===== src/rtl/crtg_pkg.sv =====
// Purpose: constants and carriers for the carrier receiver trip/guard logic
// Assumes: 20 MHz system clock
// Notes: all timer figures are in milliseconds
package crtg_pkg;
  localparam int unsigned CRTG_CLK_HZ = 20000000;
  localparam int unsigned CRTG_TICK_MS = 1;
  localparam int unsigned CRTG_TICK_CYC = CRTG_CLK_HZ / 1000 * CRTG_TICK_MS;
  localparam int unsigned CRTG_MSW = 11;
  localparam logic [10:0] CRTG_HOLD_A_MS = 11'h00a;
  localparam logic [10:0] CRTG_HOLD_B_MS = 11'h032;
  localparam logic [10:0] CRTG_HOLD_C_MS = 11'h064;
  localparam logic [10:0] CRTG_UB_A_MS = 11'h096;
  localparam logic [10:0] CRTG_UB_B_MS = 11'h12c;
  localparam logic [10:0] CRTG_UB_C_MS = 11'h1f4;
  localparam logic [10:0] CRTG_LL_A_MS = 11'h032;
  localparam logic [10:0] CRTG_LL_B_MS = 11'h04b;
  localparam logic [10:0] CRTG_LL_C_MS = 11'h064;
  localparam logic [10:0] CRTG_GBT_MS = 11'h078;
  localparam logic [10:0] CRTG_OVR_MS = 11'h3e8;
  localparam logic [10:0] CRTG_DTT_STEP_MS = 11'h002;

  typedef enum logic [1:0] {
    CRTG_GBT_OFF = 2'b00,
    CRTG_GBT_NO_OVR = 2'b01,
    CRTG_GBT_OVR = 2'b10,
    CRTG_GBT_UNUSED = 2'b11
  } crtg_gbt_e;

  typedef struct packed {
    logic [1:0] ub_guard_hold;
    logic [1:0] unblock_time;
    logic noise_block;
    crtg_gbt_e gbt;
    logic [1:0] low_level_delay;
    logic [3:0] dtt_delay;
    logic [1:0] dtt_trip_hold;
    logic [1:0] dtt_guard_hold;
    logic checkback_from_transfer_trip;
    logic alt_polarity;
    logic one_clamp_phase_compare;
  } crtg_cfg_s;

  typedef struct packed {
    logic ub_trip;
    logic ub_guard;
    logic dtt_trip;
    logic dtt_guard;
    logic low_level;
    logic noise;
    logic pc_high;
    logic pc_low;
  } crtg_ind_s;

  typedef struct packed {
    logic ub_trip;
    logic ub_guard;
    logic low_level;
    logic dtt_trip;
    logic dtt_guard;
    logic checkback_trip;
    logic trip_pos;
    logic trip_neg;
  } crtg_out_s;
endpackage : crtg_pkg


===== src/rtl/crtg_logic.sv =====
// Purpose: trip/guard qualification for a carrier teleprotection receiver
// Assumes: indications and settings synchronous to i_mclk, settings static
// Notes: all timers share one millisecond tick; counts saturate
`timescale 1ns/1ps

// Functional notes
// - unblock guard output stretched by off, 10, 50 or 100 ms.
// - loss of channel gives unblock trip for off, 150, 300, 500 ms.
// - noise-block setting lets noise suppress the loss-of-channel unblock window trip, not the received trip.
// - guard-before-trip without override needs 120 ms continuous prior guard.
// - with override, 120 ms guard waived after trip persists over 1000 ms.
// - with override, loss of channel allows trip without guard qualification.
// - guard-before-trip code: off, without override, with override, unused.
// - low-level delay of off, 50, 75, 100 ms delays unblock start and output.
// - transfer trip withheld until indication continuously present for the delay.
// - delay is 2/4/8/16 ms weights summed, all-clear gives 2 ms.
// - transfer trip output stretched by off, 10, 50 or 100 ms.
// - transfer guard output stretched by off, 10, 50 or 100 ms.
// - checkback trip follows unblock trip or transfer trip by selection.
// - normal polarity maps high frequency to trip negative, low to positive.
// - zero clamp: low level or noise forces both trip outputs low.
// - one clamp: low level forces both trip outputs high.
module crtg_logic
  import crtg_pkg::*;
#(
  parameter int unsigned TICK_CYC = CRTG_TICK_CYC
) (
  input wire logic i_mclk,
  input wire logic i_rst_n,
  input wire logic i_ce,
  input wire crtg_cfg_s i_cfg,
  input wire crtg_ind_s i_ind,
  output crtg_out_s o_out
);
  initial begin
    if (TICK_CYC < 1 || TICK_CYC > 65536) begin
      $error("crtg_logic: TICK_CYC out of range");
    end
  end

  typedef logic [CRTG_MSW-1:0] crtg_ms_t;

  typedef struct packed {
    logic [15:0] pre;
    crtg_ms_t ub_ghold;
    crtg_ms_t ll_cnt;
    crtg_ms_t ub_cnt;
    logic ub_armed;
    crtg_ms_t guard_cnt;
    crtg_ms_t trip_age;
    crtg_ms_t dtt_cnt;
    crtg_ms_t dtt_thold;
    crtg_ms_t dtt_ghold;
    crtg_out_s out;
  } crtg_state_s;

  crtg_state_s st_r;
  crtg_state_s st_nxt;

  function automatic crtg_ms_t hold_ms(input logic [1:0] sel);
    case (sel)
      2'b01: hold_ms = CRTG_HOLD_A_MS;
      2'b10: hold_ms = CRTG_HOLD_B_MS;
      2'b11: hold_ms = CRTG_HOLD_C_MS;
      default: hold_ms = '0;
    endcase
  endfunction : hold_ms

  function automatic crtg_ms_t sat_inc(input crtg_ms_t v);
    sat_inc = (v == '1) ? v : crtg_ms_t'(v + 1'b1);
  endfunction : sat_inc

  crtg_ms_t ub_len;
  crtg_ms_t ll_len;
  crtg_ms_t dtt_len;
  logic tick;
  logic loc_raw;
  logic loc;
  logic ll_out;
  logic gbt_ok;
  logic ub_trip;
  logic dtt_ok;
  logic pos_raw;
  logic neg_raw;

  assign tick = (st_r.pre == 16'(TICK_CYC - 1));

  always_comb begin
    case (i_cfg.unblock_time)
      2'b01: ub_len = CRTG_UB_A_MS;
      2'b10: ub_len = CRTG_UB_B_MS;
      2'b11: ub_len = CRTG_UB_C_MS;
      default: ub_len = '0;
    endcase
    case (i_cfg.low_level_delay)
      2'b01: ll_len = CRTG_LL_A_MS;
      2'b10: ll_len = CRTG_LL_B_MS;
      2'b11: ll_len = CRTG_LL_C_MS;
      default: ll_len = '0;
    endcase
    dtt_len = crtg_ms_t'(i_cfg.dtt_delay) * CRTG_DTT_STEP_MS;
    if (i_cfg.dtt_delay == 4'h0) begin
      dtt_len = CRTG_DTT_STEP_MS;
    end
  end

  // loss of channel: low level without guard
  assign loc_raw = i_ind.low_level & ~i_ind.ub_guard;
  assign ll_out = i_ind.low_level & (st_r.ll_cnt >= ll_len);
  assign loc = loc_raw & (st_r.ll_cnt >= ll_len);

  always_comb begin
    case (i_cfg.gbt)
      CRTG_GBT_NO_OVR: gbt_ok = (st_r.guard_cnt >= CRTG_GBT_MS);
      CRTG_GBT_OVR: gbt_ok = (st_r.guard_cnt >= CRTG_GBT_MS) |
        (st_r.trip_age > CRTG_OVR_MS) | loc;
      CRTG_GBT_OFF: gbt_ok = 1'b1;
      default: gbt_ok = 1'b1;
    endcase
  end

  assign ub_trip = (i_ind.ub_trip & gbt_ok) |
    (st_r.ub_armed & ~(i_cfg.noise_block & i_ind.noise));

  assign dtt_ok = i_ind.dtt_trip & (st_r.dtt_cnt >= dtt_len);

  assign pos_raw = i_cfg.alt_polarity ? i_ind.pc_high : i_ind.pc_low;
  assign neg_raw = i_cfg.alt_polarity ? i_ind.pc_low : i_ind.pc_high;

  always_comb begin
    st_nxt = st_r;
    st_nxt.pre = tick ? '0 : 16'(st_r.pre + 1'b1);
    if (tick) begin
      st_nxt.ll_cnt = i_ind.low_level ? sat_inc(st_r.ll_cnt) : '0;
      st_nxt.guard_cnt = i_ind.ub_guard ? sat_inc(st_r.guard_cnt) : '0;
      st_nxt.trip_age = i_ind.ub_trip ? sat_inc(st_r.trip_age) : '0;
      st_nxt.dtt_cnt = i_ind.dtt_trip ? sat_inc(st_r.dtt_cnt) : '0;
      if (st_r.ub_armed) begin
        st_nxt.ub_cnt = sat_inc(st_r.ub_cnt);
      end
      if (st_r.ub_ghold != '0) begin
        st_nxt.ub_ghold = crtg_ms_t'(st_r.ub_ghold - 1'b1);
      end
      if (st_r.dtt_thold != '0) begin
        st_nxt.dtt_thold = crtg_ms_t'(st_r.dtt_thold - 1'b1);
      end
      if (st_r.dtt_ghold != '0) begin
        st_nxt.dtt_ghold = crtg_ms_t'(st_r.dtt_ghold - 1'b1);
      end
    end
    // one unblock window per loss of channel
    if (!loc) begin
      st_nxt.ub_armed = 1'b0;
      st_nxt.ub_cnt = '0;
    end else if (ub_len != '0 && st_r.ub_cnt == '0 && !st_r.ub_armed) begin
      st_nxt.ub_armed = 1'b1;
    end else if (st_r.ub_armed && st_r.ub_cnt >= ub_len) begin
      st_nxt.ub_armed = 1'b0;
    end
    if (i_ind.ub_guard) begin
      st_nxt.ub_ghold = hold_ms(i_cfg.ub_guard_hold);
    end
    if (dtt_ok) begin
      st_nxt.dtt_thold = hold_ms(i_cfg.dtt_trip_hold);
    end
    if (i_ind.dtt_guard) begin
      st_nxt.dtt_ghold = hold_ms(i_cfg.dtt_guard_hold);
    end
    st_nxt.out.ub_trip = ub_trip;
    st_nxt.out.ub_guard = i_ind.ub_guard | (st_r.ub_ghold != '0);
    st_nxt.out.low_level = ll_out;
    st_nxt.out.dtt_trip = dtt_ok | (st_r.dtt_thold != '0);
    st_nxt.out.dtt_guard = i_ind.dtt_guard | (st_r.dtt_ghold != '0);
    st_nxt.out.checkback_trip = i_cfg.checkback_from_transfer_trip ?
      st_nxt.out.dtt_trip : ub_trip;
    if (i_cfg.one_clamp_phase_compare) begin
      st_nxt.out.trip_pos = pos_raw | i_ind.low_level;
      st_nxt.out.trip_neg = neg_raw | i_ind.low_level;
    end else begin
      st_nxt.out.trip_pos = pos_raw & ~(i_ind.low_level | i_ind.noise);
      st_nxt.out.trip_neg = neg_raw & ~(i_ind.low_level | i_ind.noise);
    end
  end

  always_ff @(posedge i_mclk or negedge i_rst_n) begin
    if (!i_rst_n) begin
      st_r <= '0;
    end else if (i_ce) begin
      st_r <= st_nxt;
    end
  end

  assign o_out = st_r.out;
endmodule : crtg_logic


===== config.mk =====
export PLATFORM = sky130hd
export DESIGN_NAME = crtg_logic
export DESIGN_NICKNAME = d
export VERILOG_FILES = /design/src/rtl/crtg_pkg.sv /design/src/rtl/crtg_logic.sv
export SDC_FILE = /design/constraint.sdc
export NUM_CORES = 1
export LEC_CHECK = 0
export BUFFER_PORTS_ARGS = -buffer_cell sky130_fd_sc_hd__buf_2
export CORE_ASPECT_RATIO = 0.75
export CORE_UTILIZATION = 40
export CTS_BUF_LIST = sky130_fd_sc_hd__clkbuf_4
export DETAILED_ROUTE_END_ITERATION = 8
export PLACE_DENSITY = 0.65
export SETUP_SLACK_MARGIN = 0.15
export SLEW_MARGIN = 15
export SYNTH_ARGS = -nofsm -noshare
export SYNTH_HDL_FRONTEND = slang
export SYNTH_SLANG_ARGS = --single-unit
export TNS_END_PERCENT = 1

===== constraint.sdc =====
create_clock -name i_mclk -period 2.85 [get_ports i_mclk]
set_input_delay 0.285 -clock i_mclk [delete_from_list [all_inputs] [get_ports i_mclk]]
set_output_delay 0.285 -clock i_mclk [all_outputs]
set_load 0.05 [all_outputs]

Yosys cells after proc, flatten, opt, wreduce, memory -nomap -nowiden
Cells that the tools add are included.
- output and inout port bits: 8
- register bits: 113
- logic and storage cells: 143
- bits of input ports: 31
- magnitude comparators: 5
- $add $sub $neg: 9
- bitwise operators: 21
- muxes and demuxes: 34
- equality and inequality tests: 31
- reductions and logical operators: 25
- operators by type and width (kind ; count):
    two-way mux 11 bit ; 17
    one-hot mux 7 bit (3 select lines) ; 4
    adder 11 x 1 -> 11 bit (second input constant) ; 5
    equality test 11 bit (second input constant) ; 5
    nonzero test 11 bit ; 4
    two-way mux 33 bit ; 1
    subtractor 11 x 1 -> 11 bit (second input constant) ; 3
    one-hot mux 9 bit (3 select lines) ; 1
    equality test 2 bit (second input constant) ; 11
    >= comparator 11 bit ; 2
    two-way mux 22 bit ; 1
    AND reduction 3 bit ; 7
    adder 16 x 1 -> 16 bit (second input constant) ; 1
    equality test 16 x 15 -> 1 bit (second input constant) ; 1
    two-way mux 16 bit ; 1
    inequality test 2 bit (second input constant) ; 7
    equality test 2 x 1 -> 1 bit (second input constant) ; 6
    nonzero test 2 bit ; 6
    >= comparator 11 x 5 -> 1 bit ; 1
    >= comparator 11 x 7 -> 1 bit (second input constant) ; 1
    > comparator 11 x 10 -> 1 bit (second input constant) ; 1
    logical NOT 11 bit ; 1
    bitwise AND 1 bit ; 9
    OR 1 bit ; 9
    11 further kinds ; 20

Longest topological paths before layout
- depth in word-level cells: 9
- mapped depth: 11
- depth with buffers taken out: 10

Worst setup path before layout
Ideal clock, no wire load.
- path kind: input-to-reg
- start: input port i_cfg[10] in the netlist's numbering
- end: register st_r[21] in the netlist's numbering
- arrival time: 2.454 ns
- stages on the path: 9
- data required time: 2.731 ns
- library setup time: 0.119 ns
- setup slack: 0.277 ns
- buffers on the path: 0
- path through: inv_1 a31o_2 ha_1 and3b_1 o311a_1 o31ai_1 and4_1 o21ai_0 o21a_1
- longest elaborated chain between the ends: 6
- elaborated cells on any way between the ends: 8
- classes of those cells: order compare: 1; mux: 2; bitwise: 1; reduce/logical: 4
- RTL lines (element ; RTL line ; source):
    from (decl) ; crtg_logic.sv:31 ; input wire crtg_cfg_s i_cfg,
    logical NOT 4 bit ; crtg_logic.sv:102 ; if (i_cfg.dtt_delay == 4'h0) begin
    two-way mux 5 bit (*) ; crtg_logic.sv:102 ;
    >= comparator 11 x 5 -> 1 bit (*) ; crtg_logic.sv:125 ; assign dtt_ok = i_ind.dtt_trip & (st_r.dtt_cnt >= dtt_len);
    bitwise AND 1 bit (*) ; crtg_logic.sv:125 ;
    nonzero test 2 bit (no line) ; n/a ;
    AND reduction 3 bit (no line) ; n/a ;
    to (signal assigned) ; crtg_logic.sv:189 ; st_r <= st_nxt;
    to (decl) ; crtg_logic.sv:57 ; crtg_state_s st_r;
Every way passes the cells marked *; elsewhere a longest branch is shown, timed or not.
A chain may end at the register's enable or synchronous reset.

Final worst setup path
- start: register st_r[105] in the netlist's numbering
- end: register st_r[17] in the netlist's numbering
- longest elaborated chain between the ends: 3
- RTL lines (element ; RTL line ; source):
    equality test 16 x 15 -> 1 bit ; crtg_logic.sv:86 ; assign tick = (st_r.pre == 16'(TICK_CYC - 1));
    nonzero test 2 bit (no line) ; n/a ;
    AND reduction 3 bit (no line) ; n/a ;
No other way between the ends.

==> flow_summary.json <==
{
  "outcome": "finished clean",
  "overflow": 0,
  "synth_edf_count": 0,
  "drt-pass1-iter-count": 5,
  "hold_ws_ns": 0.0673,
  "dieHeight_um": 117,
  "ys_warn_count": 0,
  "antenna_found_initial": 1,
  "p_leak_nw": 3.53,
  "insertion_delay_ns": 0.53,
  "grt_pass1_vias": 5507,
  "r2r-end": "st_r[17]",
  "ir_worst_vdd_uv": 208,
  "worst-path-stages": 6,
  "sequentialPowerShare_pct": 50.9,
  "nets": 909,
  "worst-setup-path-type": "flop to flop",
  "fin_crit_ns": 2.62,
  "synthesis.area_sq_um": 7020,
  "cts_buffers": 17,
  "finalHoldViolCount": 0,
  "yosysTopAreaCell": "dfrtp_1",
  "hold_class": "input port to flop",
  "arrival_ns": 3.03,
  "fillers": 1679,
  "vias_per_cell": 5.45,
  "gp_congestion": 0.796,
  "synth_area_leaders": "dfrtp_1 40%, ha_1 8.0%, nor2_1 4.3%, nand2_1 3.6%, o21ai_0 3.3%",
  "crit_family": "simple AND/OR/NAND/NOR gates",
  "dp.cells": 1048,
  "drt-initial-drc-count": 381,
  "drive_gt1_share_pct": 13.4,
  "worst_path_max_delay_cell": "or4_4",
  "slowest_delay_ns": 0.62,
  "place_area_sq_um": 7500,
  "fp.coreArea_sq_um": 17000,
  "dieArea_sq_um": 18100,
  "p_int_mw": 2.53,
  "grt_pass1_wl_um": 27800,
  "cts_setup_buffers": 0,
  "tightest_slew_ns": 0.549,
  "crit_start": "st_r[105]",
  "crit_chain": "or4_4 > or4_4 > buf_4 > nor4b_1 > mux2i_1 > o2bb2ai_1",
  "tns_ns": 0,
  "drv_cap": 0,
  "cts_tree": "built",
  "netlist.area_leader.share_pct": 40.3,
  "timing.rr.start": "st_r[105]",
  "sw_frac_of_total_pct": 29.2,
  "rows": 41,
  "syn_area_per_cell_sq_um": 8.89,
  "rsz0062_at_grt": "true",
  "drv_slew": 0,
  "p_switching_mw": 1.05,
  "power_frac_clock_pct": 33.2,
  "fin_area_sq_um": 7800,
  "wirelength_um": 16000,
  "vias": 5881,
  "endpoint": "st_r[17]",
  "syn_nets": 866,
  "yosys.cell_types.count": 69,
  "ant_nets": 0,
  "critPathMostFrequentCell": "or4_4",
  "r2r_setup_slack_ns": 0.23,
  "path_buf_inv": 1,
  "setup_slack_ns": 0.232,
  "syn_inst": 790,
  "fmaxAchievable_mhz": 382,
  "hpwlAfterDp_um": 11600,
  "layout_common_cells": "113 x dfrtp_1, 81 x nor2_1, 67 x nand2_1, 49 x inv_1, 47 x o21ai_0",
  "async_reset_ff_share_pct": 100,
  "cp-end-kind": "flop",
  "io_pins": 39,
  "reg2reg_depth": 6,
  "grt_usage_pct": 19.4,
  "max_slew_margin_pct": 63.0,
  "clock-sinks": 113,
  "synth-seq-cells": 113,
  "fin_crit_sh_pct": 91.8,
  "powerDensity_nw_per_um2": 458,
  "drc_errors": 0,
  "p_total_mw": 3.58,
  "die_width_um": 155,
  "clock_skew_ns": 0.0147,
  "utilization_pct": 45.9,
  "ys.flop_type": "dfrtp_1",
  "detail_route.wl_per_cell_um": 14.8,
  "port-buffer-count": 38,
  "root_buffer": "clkbuf_4",
  "final_cells": 1080,
  "power_frac_comb_pct": 15.9,
  "syn_to_final_growth_pct": 11.1,
  "place_ws_ns": 0.241,
  "crit_path_max_fanout": 11,
  "worst_setup_path_start_kind": "flop",
  "layout_commonest_cell": "dfrtp_1",
  "clockBufferDepth": 2,
  "grt_max_degree": 55,
  "worstPathRequired_ns": 3.26,
  "setup_viol": 0,
  "yosysSeqAreaShare_pct": 40.3,
  "h-tree-depth": 4,
  "path_clk_slew_ns": 0.10,
  "start_util_pct": 41.4
}
worst register-to-register path, cell delays in order (launching register included):
cell	delay [ns]
dfrtp_1	0.41
or4_4	0.57
or4_4	0.62
buf_4	0.22
nor4b_1	0.39
mux2i_1	0.22
o2bb2ai_1	0.08
logic make-up (layout without fill, tap and decap cells):
logic type | Yosys count | in the layout | synth area share (%)
AO/OA/AOI/OAI | 168 | 168 | 15.4
XOR/XNOR | 38 | 38 | 4.74
adder cells (fa/ha/maj) | 45 | 45 | 8.02
buffers and inverters | 88 | 141 | 5.36
flip-flops | 113 | 113 | 40.3
multiplexers | 13 | 13 | 1.91
other | 0 | 1 | 0
AND/OR/NAND/NOR | 325 | 325 | 24.3
Yosys cell counts (7+ instances only):
library cell,number
o21a_1,7
a21oi_1,43
ha_1,45
dfrtp_1,113
mux2i_1,10
nor4_1,13
and3_1,19
clkbuf_1,22
nor2_1,81
o22ai_1,7
o21ai_0,47
nand3_1,29
buf_4,8
or4_1,7
nor3_1,20
or3_1,12
xnor2_1,14
nand4_1,28
nand2_1,67
inv_1,49
and4_1,9
xor2_1,24
o31ai_1,7
layer usage:
layer / GRT usage (%) / part of all wire (%)
met5: 0 / 0
met4: 6.27 / 0.98
met3: 4.86 / 4.3
met2: 27.7 / 42
met1: 28.6 / 53
power by group through the flow:
stage,clock (mW),combinational [mW],sequential (mW)
after floorplan,0,0.411,1.82
after global placement,0,0.552,1.85
after detailed placement,0,0.563,1.85
after CTS,1.22,0.567,1.82
after global routing,1.31,0.642,1.84
final,1.19,0.568,1.82
layout make-up:
class	count	area (sq um)	share of cell area, %
clock buffers	19	143	1.83
diodes	1	2.50	0.0321
inverters	49	184	2.36
flip-flops and latches	113	2830	36.3
well taps	236	295	3.79
clock inverters	10	120	1.54
repair buffers	63	398	5.10
multi-input cells	589	3830	49.1
flip-flops by register name (all words and copies together), names as in the netlist:
| name | count |
|---|---|
| o_out | 8 |
| st_r | 105 |
worst min path at each step:
stage,startpoint,endpoint,slack [ns],cells past startpoint
final,i_ind[5],st_r[30],0.07,3
after global routing,i_ind[5],st_r[30],0.03,3
after CTS,i_ind[5],st_r[30],0.02,3
after detailed placement,i_rst_n,st_r[67],0.30,1
after global placement,i_rst_n,st_r[67],0.29,1
after floorplan,i_rst_n,o_out[0],-0.01,0
what timing repair did:
item                                    CTS  global route
gates resized for setup                   0             2
hold buffers                              2             0
endpoints found under the setup margin    0             7
endpoints found under the hold margin    33             0
No activity file was read; power rests on OpenSTA's default activity.
